<file path="src/rtl/rmc_pkg.sv">
// rmc_pkg: shared constants and carriers for the regulator mode config block
package rmc_pkg;

	// ------------------------------------------------------------------
	// register offsets
	// ------------------------------------------------------------------
	localparam logic [7:0] OFS_SW_MODE = 8'h1C;
	localparam logic [7:0] OFS_ORDER   = 8'h1D;
	localparam logic [7:0] OFS_CH6     = 8'h1E;
	localparam logic [7:0] OFS_EDGE    = 8'h1F;

	// ------------------------------------------------------------------
	// writable bit masks, unassigned bits read zero
	// ------------------------------------------------------------------
	localparam logic [7:0] MASK_SW_MODE = 8'h3F;
	localparam logic [7:0] MASK_ORDER   = 8'h7F;
	localparam logic [7:0] MASK_CH6     = 8'h13;
	localparam logic [7:0] MASK_EDGE    = 8'h3F;
	localparam logic [31:0] REG_MASKS   = {MASK_EDGE, MASK_CH6,
		MASK_ORDER, MASK_SW_MODE};

	// ------------------------------------------------------------------
	// field positions
	// ------------------------------------------------------------------
	localparam int CH6_STEP_DOWN_BIT = 4;
	localparam int CH6_CODE_LSB      = 0;
	localparam int SW_CHANNELS       = 6;
	localparam int ORDER_CHANNELS    = 7;

	// ------------------------------------------------------------------
	// reset values; bit set in REG_FUSED means fuse-loaded after reset
	// ------------------------------------------------------------------
	localparam logic [7:0] RESET_EDGE  = 8'h00;
	localparam logic [7:0] RESET_OTHER = 8'h00;
	localparam logic [31:0] REG_RESETS = {RESET_EDGE, RESET_OTHER,
		RESET_OTHER, RESET_OTHER};
	localparam logic [3:0] REG_FUSED   = 4'h7;

	// ------------------------------------------------------------------
	// two-wire link
	// ------------------------------------------------------------------
	localparam logic [3:0] BITS_PER_BYTE = 4'h8;
	localparam logic [6:0] DEV_ADDR_DEF  = 7'h2A; // arbitrary bus address

	// ------------------------------------------------------------------
	// carriers
	// ------------------------------------------------------------------
	typedef struct packed {
		logic [7:0] ch6_mode;
		logic [7:0] order_sel;
		logic [7:0] sw_mode;
	} rmc_fuse_t;

	typedef struct packed {
		logic       en;
		logic [7:0] addr;
		logic [7:0] data;
	} rmc_wr_t;

	typedef struct packed {
		logic [5:0] light_load_enable;
		logic [6:0] sequencer_select;
		logic       ch6_step_down_only;
		logic       ch6_boost_active;
		logic [1:0] ch6_kick_in_threshold_code;
		logic [5:0] edge_rate_reduce;
	} rmc_ctrl_t;

endpackage : rmc_pkg

</file>
<file path="src/rtl/rmc_bank.sv">
// rmc_bank: the four configuration registers and their control outputs
`timescale 1ns/1ps

module rmc_bank (
	// clock and reset
	input  wire logic               clk,
	input  wire logic               reset,
	input  wire logic               ce,
	// factory defaults
	input  wire rmc_pkg::rmc_fuse_t fuse,
	// register access
	input  wire rmc_pkg::rmc_wr_t   wr,
	input  wire logic [7:0]         rd_addr,
	output logic [7:0]              rd_data,
	// regulator controls
	output rmc_pkg::rmc_ctrl_t      ctrl
);

	// ------------------------------------------------------------------
	// address decode: {hit, index}
	// ------------------------------------------------------------------
	function automatic logic [2:0] rmc_decode(input logic [7:0] a);
		if (a == rmc_pkg::OFS_SW_MODE)
			rmc_decode = 3'h4;
		else if (a == rmc_pkg::OFS_ORDER)
			rmc_decode = 3'h5;
		else if (a == rmc_pkg::OFS_CH6)
			rmc_decode = 3'h6;
		else if (a == rmc_pkg::OFS_EDGE)
			rmc_decode = 3'h7;
		else
			rmc_decode = 3'h0;
	endfunction : rmc_decode

	logic [7:0]  reg_r [4];
	logic        load_pend_r;
	logic [2:0]  wr_dec;
	logic [2:0]  rd_dec;
	logic [31:0] fuse_vec;

	assign wr_dec   = rmc_decode(wr.addr);
	assign rd_dec   = rmc_decode(rd_addr);
	assign fuse_vec = {8'h00, fuse};

	// ------------------------------------------------------------------
	// fuse load one cycle after reset release; fuses cannot be caught
	// by the asynchronous reset itself
	// ------------------------------------------------------------------
	always_ff @(posedge clk or posedge reset) begin
		if (reset)
			load_pend_r <= 1'b1;
		else if (ce)
			load_pend_r <= 1'b0;
	end

	// ------------------------------------------------------------------
	// register storage
	// ------------------------------------------------------------------
	for (genvar i = 0; i < 4; i++) begin : g_reg
		always_ff @(posedge clk or posedge reset) begin
			if (reset) begin
				reg_r[i] <= rmc_pkg::REG_RESETS[i*8 +: 8];
			end else if (ce) begin
				if (load_pend_r && rmc_pkg::REG_FUSED[i])
					reg_r[i] <= fuse_vec[i*8 +: 8]
						& rmc_pkg::REG_MASKS[i*8 +: 8];
				else if (wr.en && wr_dec[2] && wr_dec[1:0] == 2'(i))
					reg_r[i] <= wr.data
						& rmc_pkg::REG_MASKS[i*8 +: 8];
			end
		end
	end

	// unmapped offsets read zero
	assign rd_data = rd_dec[2] ? reg_r[rd_dec[1:0]] : 8'h00;

	// ------------------------------------------------------------------
	// registered controls toward the regulators
	// ------------------------------------------------------------------
	always_ff @(posedge clk or posedge reset) begin
		if (reset) begin
			ctrl <= '0;
		end else if (ce) begin
			ctrl.light_load_enable <= reg_r[0][5:0];
			ctrl.sequencer_select  <= reg_r[1][6:0];
			ctrl.ch6_step_down_only <=
				reg_r[2][rmc_pkg::CH6_STEP_DOWN_BIT];
			ctrl.ch6_boost_active <=
				~reg_r[2][rmc_pkg::CH6_STEP_DOWN_BIT];
			// code is kept in the register but masked in step-down mode
			ctrl.ch6_kick_in_threshold_code <=
				reg_r[2][rmc_pkg::CH6_STEP_DOWN_BIT] ? 2'h0 :
				reg_r[2][rmc_pkg::CH6_CODE_LSB +: 2];
			ctrl.edge_rate_reduce <= reg_r[3][5:0];
		end
	end

endmodule : rmc_bank

</file>
<file path="src/rtl/rmc_top.sv">
// rmc_top: two-wire register slave in front of the mode config registers
//
// Function
// - 0x1C bits 0-5 select light-load switching
// - 0x1D bits 0-6 select sequencer control
// - 0x1C-0x1E load fuse defaults after reset
// - 0x1E bit 4 selects channel 6 step-down only
// - 0x1E bits 1:0 hold boost threshold code
// - threshold code used only in buck-boost mode
// - 0x1F bits 0-5 select reduced edge rate
// - edge rate register resets to zero
`timescale 1ns/1ps

module rmc_top #(
	parameter logic [6:0] DEV_ADDR = rmc_pkg::DEV_ADDR_DEF
) (
	// clock and reset
	input  wire logic               clk,
	input  wire logic               reset,
	input  wire logic               ce,
	// two-wire bus pins
	input  wire logic               scl_in,
	input  wire logic               sda_in,
	output logic                    sda_out,
	output logic                    sda_oe,
	// factory defaults
	input  wire rmc_pkg::rmc_fuse_t fuse,
	// regulator controls
	output rmc_pkg::rmc_ctrl_t      ctrl
);

	// ------------------------------------------------------------------
	// state encoding
	// ------------------------------------------------------------------
	typedef enum logic [3:0] {
		ST_IDLE,
		ST_ADDR,
		ST_ADDR_ACK,
		ST_REG,
		ST_REG_ACK,
		ST_WR,
		ST_WR_ACK,
		ST_RD,
		ST_RD_ACK
	} rmc_state_t;

	rmc_state_t       state_r;
	logic             scl_s1_r;
	logic             scl_s2_r;
	logic             scl_d_r;
	logic             sda_s1_r;
	logic             sda_s2_r;
	logic             sda_d_r;
	logic             scl_rise;
	logic             scl_fall;
	logic             start_seen;
	logic             stop_seen;
	logic [3:0]       cnt_r;
	logic [7:0]       shift_r;
	logic [7:0]       ptr_r;
	logic [7:0]       tx_r;
	logic             rw_r;
	logic             ack_r;
	logic             byte_end;
	logic [7:0]       rd_data;
	rmc_pkg::rmc_wr_t wr_r;

	// ------------------------------------------------------------------
	// pin synchronisers
	// ------------------------------------------------------------------
	always_ff @(posedge clk or posedge reset) begin
		if (reset) begin
			scl_s1_r <= 1'b1;
			scl_s2_r <= 1'b1;
			scl_d_r  <= 1'b1;
			sda_s1_r <= 1'b1;
			sda_s2_r <= 1'b1;
			sda_d_r  <= 1'b1;
		end else if (ce) begin
			scl_s1_r <= scl_in;
			scl_s2_r <= scl_s1_r;
			scl_d_r  <= scl_s2_r;
			sda_s1_r <= sda_in;
			sda_s2_r <= sda_s1_r;
			sda_d_r  <= sda_s2_r;
		end
	end

	// ------------------------------------------------------------------
	// bus events, seen on the second synchroniser stage only
	// ------------------------------------------------------------------
	assign scl_rise   = scl_s2_r & ~scl_d_r;
	assign scl_fall   = ~scl_s2_r & scl_d_r;
	assign start_seen = scl_s2_r & scl_d_r & sda_d_r & ~sda_s2_r;
	assign stop_seen  = scl_s2_r & scl_d_r & ~sda_d_r & sda_s2_r;
	assign byte_end   = (cnt_r == rmc_pkg::BITS_PER_BYTE);

	// ------------------------------------------------------------------
	// byte engine; sda changes only after scl has been seen low, which
	// keeps our own drive from looking like a start or stop
	// ------------------------------------------------------------------
	always_ff @(posedge clk or posedge reset) begin
		if (reset) begin
			state_r <= ST_IDLE;
			cnt_r   <= 4'h0;
			shift_r <= 8'h00;
			ptr_r   <= 8'h00;
			tx_r    <= 8'h00;
			rw_r    <= 1'b0;
			ack_r   <= 1'b0;
			sda_oe  <= 1'b0;
		end else if (ce) begin
			if (start_seen) begin
				state_r <= ST_ADDR;
				cnt_r   <= 4'h0;
				sda_oe  <= 1'b0;
			end else if (stop_seen) begin
				state_r <= ST_IDLE;
				cnt_r   <= 4'h0;
				sda_oe  <= 1'b0;
			end else if (scl_rise) begin
				case (state_r)
					ST_ADDR, ST_REG, ST_WR: begin
						shift_r <= {shift_r[6:0], sda_s2_r};
						cnt_r   <= cnt_r + 4'h1;
					end
					ST_RD: begin
						cnt_r <= cnt_r + 4'h1;
					end
					ST_RD_ACK: begin
						ack_r <= ~sda_s2_r;
					end
					default: begin
					end
				endcase
			end else if (scl_fall) begin
				case (state_r)
					ST_ADDR: begin
						if (byte_end) begin
							cnt_r <= 4'h0;
							if (shift_r[7:1] == DEV_ADDR) begin
								state_r <= ST_ADDR_ACK;
								rw_r    <= shift_r[0];
								sda_oe  <= 1'b1;
							end else begin
								// not ours: wait for the next start
								state_r <= ST_IDLE;
							end
						end
					end
					ST_ADDR_ACK: begin
						if (rw_r) begin
							state_r <= ST_RD;
							tx_r    <= rd_data;
							sda_oe  <= ~rd_data[7];
						end else begin
							state_r <= ST_REG;
							sda_oe  <= 1'b0;
						end
					end
					ST_REG: begin
						if (byte_end) begin
							cnt_r   <= 4'h0;
							ptr_r   <= shift_r;
							state_r <= ST_REG_ACK;
							sda_oe  <= 1'b1;
						end
					end
					ST_REG_ACK, ST_WR_ACK: begin
						state_r <= ST_WR;
						sda_oe  <= 1'b0;
					end
					ST_WR: begin
						if (byte_end) begin
							cnt_r   <= 4'h0;
							ptr_r   <= ptr_r + 8'h01;
							state_r <= ST_WR_ACK;
							sda_oe  <= 1'b1;
						end
					end
					ST_RD: begin
						if (byte_end) begin
							cnt_r   <= 4'h0;
							ptr_r   <= ptr_r + 8'h01;
							state_r <= ST_RD_ACK;
							sda_oe  <= 1'b0;
						end else begin
							tx_r   <= {tx_r[6:0], 1'b0};
							sda_oe <= ~tx_r[6];
						end
					end
					ST_RD_ACK: begin
						if (ack_r) begin
							state_r <= ST_RD;
							tx_r    <= rd_data;
							sda_oe  <= ~rd_data[7];
						end else begin
							state_r <= ST_IDLE;
							sda_oe  <= 1'b0;
						end
					end
					default: begin
						sda_oe <= 1'b0;
					end
				endcase
			end
		end
	end

	// ------------------------------------------------------------------
	// write strobe, one cycle, taken at the data byte's eighth falling
	// edge; every byte is acknowledged, unmapped offsets simply drop it
	// ------------------------------------------------------------------
	always_ff @(posedge clk or posedge reset) begin
		if (reset) begin
			wr_r <= '0;
		end else if (ce) begin
			wr_r.en   <= scl_fall & ~start_seen & ~stop_seen
				& (state_r == ST_WR) & byte_end;
			wr_r.addr <= ptr_r;
			wr_r.data <= shift_r;
		end
	end

	// ------------------------------------------------------------------
	// open-drain data pin: only ever pulls low
	// ------------------------------------------------------------------
	always_ff @(posedge clk or posedge reset) begin
		if (reset)
			sda_out <= 1'b0;
		else if (ce)
			sda_out <= 1'b0;
	end

	// ------------------------------------------------------------------
	// register bank
	// ------------------------------------------------------------------
	rmc_bank u_bank (
		.clk     (clk),
		.reset   (reset),
		.ce      (ce),
		.fuse    (fuse),
		.wr      (wr_r),
		.rd_addr (ptr_r),
		.rd_data (rd_data),
		.ctrl    (ctrl)
	);

endmodule : rmc_top
</file>
<file path="config.mk">
export PLATFORM = sky130hd
export DESIGN_NAME = rmc_top
export DESIGN_NICKNAME = d
export VERILOG_FILES = /design/src/rtl/rmc_pkg.sv /design/src/rtl/rmc_bank.sv /design/src/rtl/rmc_top.sv
export SDC_FILE = /design/constraint.sdc
export NUM_CORES = 1
export LEC_CHECK = 0
export BUFFER_PORTS_ARGS = -buffer_cell sky130_fd_sc_hd__buf_2
export CAP_MARGIN = 5
export CELL_PAD_IN_SITES_DETAIL_PLACEMENT = 0
export CELL_PAD_IN_SITES_GLOBAL_PLACEMENT = 2
export CORE_MARGIN = 5
export CORE_UTILIZATION = 36
export DETAILED_ROUTE_END_ITERATION = 8
export PLACE_DENSITY_LB_ADDON = 0.1
export SLEW_MARGIN = 15
export SYNTH_ARGS = -nofsm -noshare
export SYNTH_HDL_FRONTEND = slang
export SYNTH_HIERARCHICAL = 1
export SYNTH_SLANG_ARGS = --single-unit
</file>
<file path="constraint.sdc">
create_clock -name clk -period 2.19 [get_ports clk]
set_clock_uncertainty 0.15 [all_clocks]
set_input_delay 0.438 -clock clk [delete_from_list [all_inputs] [get_ports clk]]
set_output_delay 0.438 -clock clk [all_outputs]
set_load 0.005 [all_outputs]
</file>
==> impl_summary.log <==
[metrics] crit path setup slack, layout: about 0.089 ns
[metrics] P&R area growth vs syn: 20.1%
[metrics] Post-Synthesis Mean Instance Area: between 10 and 15 um2
[metrics] number of fillers in the final layout: roughly 1400
[metrics] post-layout instance count excluding filler cells: approximately 700
[metrics] number of global-route vias before repair: 3705
[metrics] Arrival @ worst endpoint: 2.23 ns
[metrics] I/O pin count: between 50 and 60
[metrics] number of nets in the layout: 556
[metrics] critical path capture point type: flop
[metrics] routing usage on met3: 0.0250
[metrics] count of input and output buffers: 44
[metrics] number of pins exceeding their max-slew limit in the final report: 0
[metrics] worst vdd rail ir drop: 0.000365 V
[metrics] GR peak layer: met2
[metrics] crit-path max FO: 14
[metrics] global placement routability congestion: 0.790
[metrics] most frequent standard cell in the layout excluding fill and tap cells: dfrtp_1
[metrics] Global Route met2 Usage: 0.242
[metrics] Root Buffer Master: clkbuf_16
[metrics] syn nets: slightly below 500
[metrics] overall fraction of global-route tracks in use: 0.162
[metrics] initial antenna violation count: 0
[metrics] share of layout cells above drive strength 1: 0.414
[metrics] TritonCTS buffer count: 9
[metrics] Iteration-0 DRC Markers: 149
[metrics] actual slew at the worst max-slew pin: around 0.58 ns
[metrics] Final Hold Violating Endpoints: 0
[metrics] setup slack after placement: 0.0823 ns
[metrics] run status: finished clean
[metrics] worst slew margin relative to its limit: 0.612
[metrics] WL per Instance: approximately 18 um
[metrics] total power density per cell area: ~680 nW/um2
[metrics] Post-DP HPWL: 9.53 mm
[metrics] count of synthesis-stage warnings from yosys: 6
[metrics] total via count after detailed routing: around 3700
[metrics] post-detailed-routing wire length: 13.0 mm
[metrics] required time of the critical path: 2.32 ns
[metrics] Worst Setup Start Kind: flop
[metrics] CTS Sinks: 102
[metrics] final setup vio count: 0
[metrics] die outline area: 16900 um2
[metrics] Row Count: 44
[metrics] die width: 130 um
[metrics] max cap viols: 0
[metrics] TritonCTS clock tree: built
[metrics] number of DRC violations after detailed routing: 0
[metrics] achievable frequency: 476 MHz
[metrics] min cycle time layout: 2.10 ns
[metrics] dpl cells: 689
[metrics] number of detailed-route iterations in the first pass: 4
[metrics] leakage power: about 2.8 nW
[metrics] Worst Setup Path Type: reg2reg
[metrics] total global routing overflow: 0
[metrics] antenna diode count: 0
[metrics] Total Power: 4.25 mW
[metrics] Die Y-Extent: 130 um
[metrics] ratio of final minimum period to clock period: 0.960
[metrics] wire length of the first global-routing pass: between 20 and 25 mm
[metrics] GR Layer Usage met1: 0.234
[metrics] number of routed nets with antenna violations: 0
[metrics] sum of negative setup slack: 0 ns
[metrics] H-tree Lvls: 3
[metrics] placeable core region: 14400 um2
[metrics] maximum number of pins on one net before global-route repair: 38
[metrics] type of the most critical hold path: in2reg
[metrics] RSZ-0062 raised after global routing: false
[metrics] total standard cell area after synthesis: between 5000 and 6000 um2
[metrics] Gate Count Post-Synth: 451
[metrics] worst-skew pair later-pin latency: 0.35 ns
[metrics] number of vias per cell: 5.21
[metrics] commonest cells after routing, fill and taps aside: dfrtp_1, mux2_2, buf_2
[metrics] Initial Utilization: 0.362
[metrics] share of the core filled with cells: 0.434
[metrics] clock input transition at the sequential cells of the worst setup and hold paths: 0.08 ns
[metrics] maximum count of clock buffers along a single path: 2
## worst max-delay path, stage by stage (launching register included)
cell	delay, ns
dfrtp_1	0.41
or3b_1	0.38
a211o_1	0.34
a2111oi_4	0.41
buf_12	0.19
nand3_1	0.08
o21ai_0	0.07
## stage by stage
stage	cell area, um2	hold slack (ns)
floorplan	5200	0.309
global placement	5890	0.319
detailed placement	5890	0.324
CTS	6210	0.150
global route	6240	0.164
finish	6240	0.165
## report_power, final
part           internal [mW]  switching [mW]  total [mW]  leakage [nW]
clock                  0.904           0.774        1.68         0.148
combinational          0.237           0.281       0.518          1.36
sequential              1.98          0.0731        2.06          1.33
## cell type report
type | count | area, um2 | area share
clock buffers | 9 | 225 | 0.0361
clock inverters | 7 | 80.1 | 0.0128
inverters | 15 | 56.3 | 0.00902
multi-input cells | 309 | 2480 | 0.397
flip-flops and latches | 102 | 2560 | 0.411
well taps | 184 | 230 | 0.0369
repair buffers | 82 | 612 | 0.0980
## timing repair
item / CTS / global route
buffers inserted: 0 / 1
endpoints found under the setup margin: 0 / 15
hold buffers: 1 / 0
hold endpoints to repair: 13 / 0
gates resized for setup: 0 / 7
## state kept, by name (all words and copies together), names as in the netlist, 4 cells and up
register      count
tx_r              7
u_bank/reg_r     22
ptr_r             8
shift_r           8
state_r           4
u_bank/ctrl      23
cnt_r             4
wr_r             16
## metal layers
layer | wire length [um] | up-vias | share of wire
li1 | - | 1789 | -
met1 | 6300 | 1832 | 0.48
met2 | 5990 | 49 | 0.46
met3 | 425 | 20 | 0.033
met4 | 295 | 0 | 0.023
met5 | 0 | - | 0
## final timing paths
kind	endpoint	slack [ns]	from	cells after the start
min reg2reg	scl_s2_r$_DFFE_PP1P_	0.33	scl_s1_r$_DFFE_PP1P_	2
max	tx_r[0]$_DFFE_PP0P_	0.09	state_r[2]$_DFFE_PP0P_	6
min	scl_s1_r$_DFFE_PP1P_	0.16	scl_in	2
min in group asynchronous	tx_r[5]$_DFFE_PP0P_	0.52	reset	3
max reg2reg	tx_r[0]$_DFFE_PP0P_	0.09	state_r[2]$_DFFE_PP0P_	6
max in group asynchronous	ptr_r[2]$_DFFE_PP0P_	0.79	reset	4
Power figures use the tool's default switching activity.
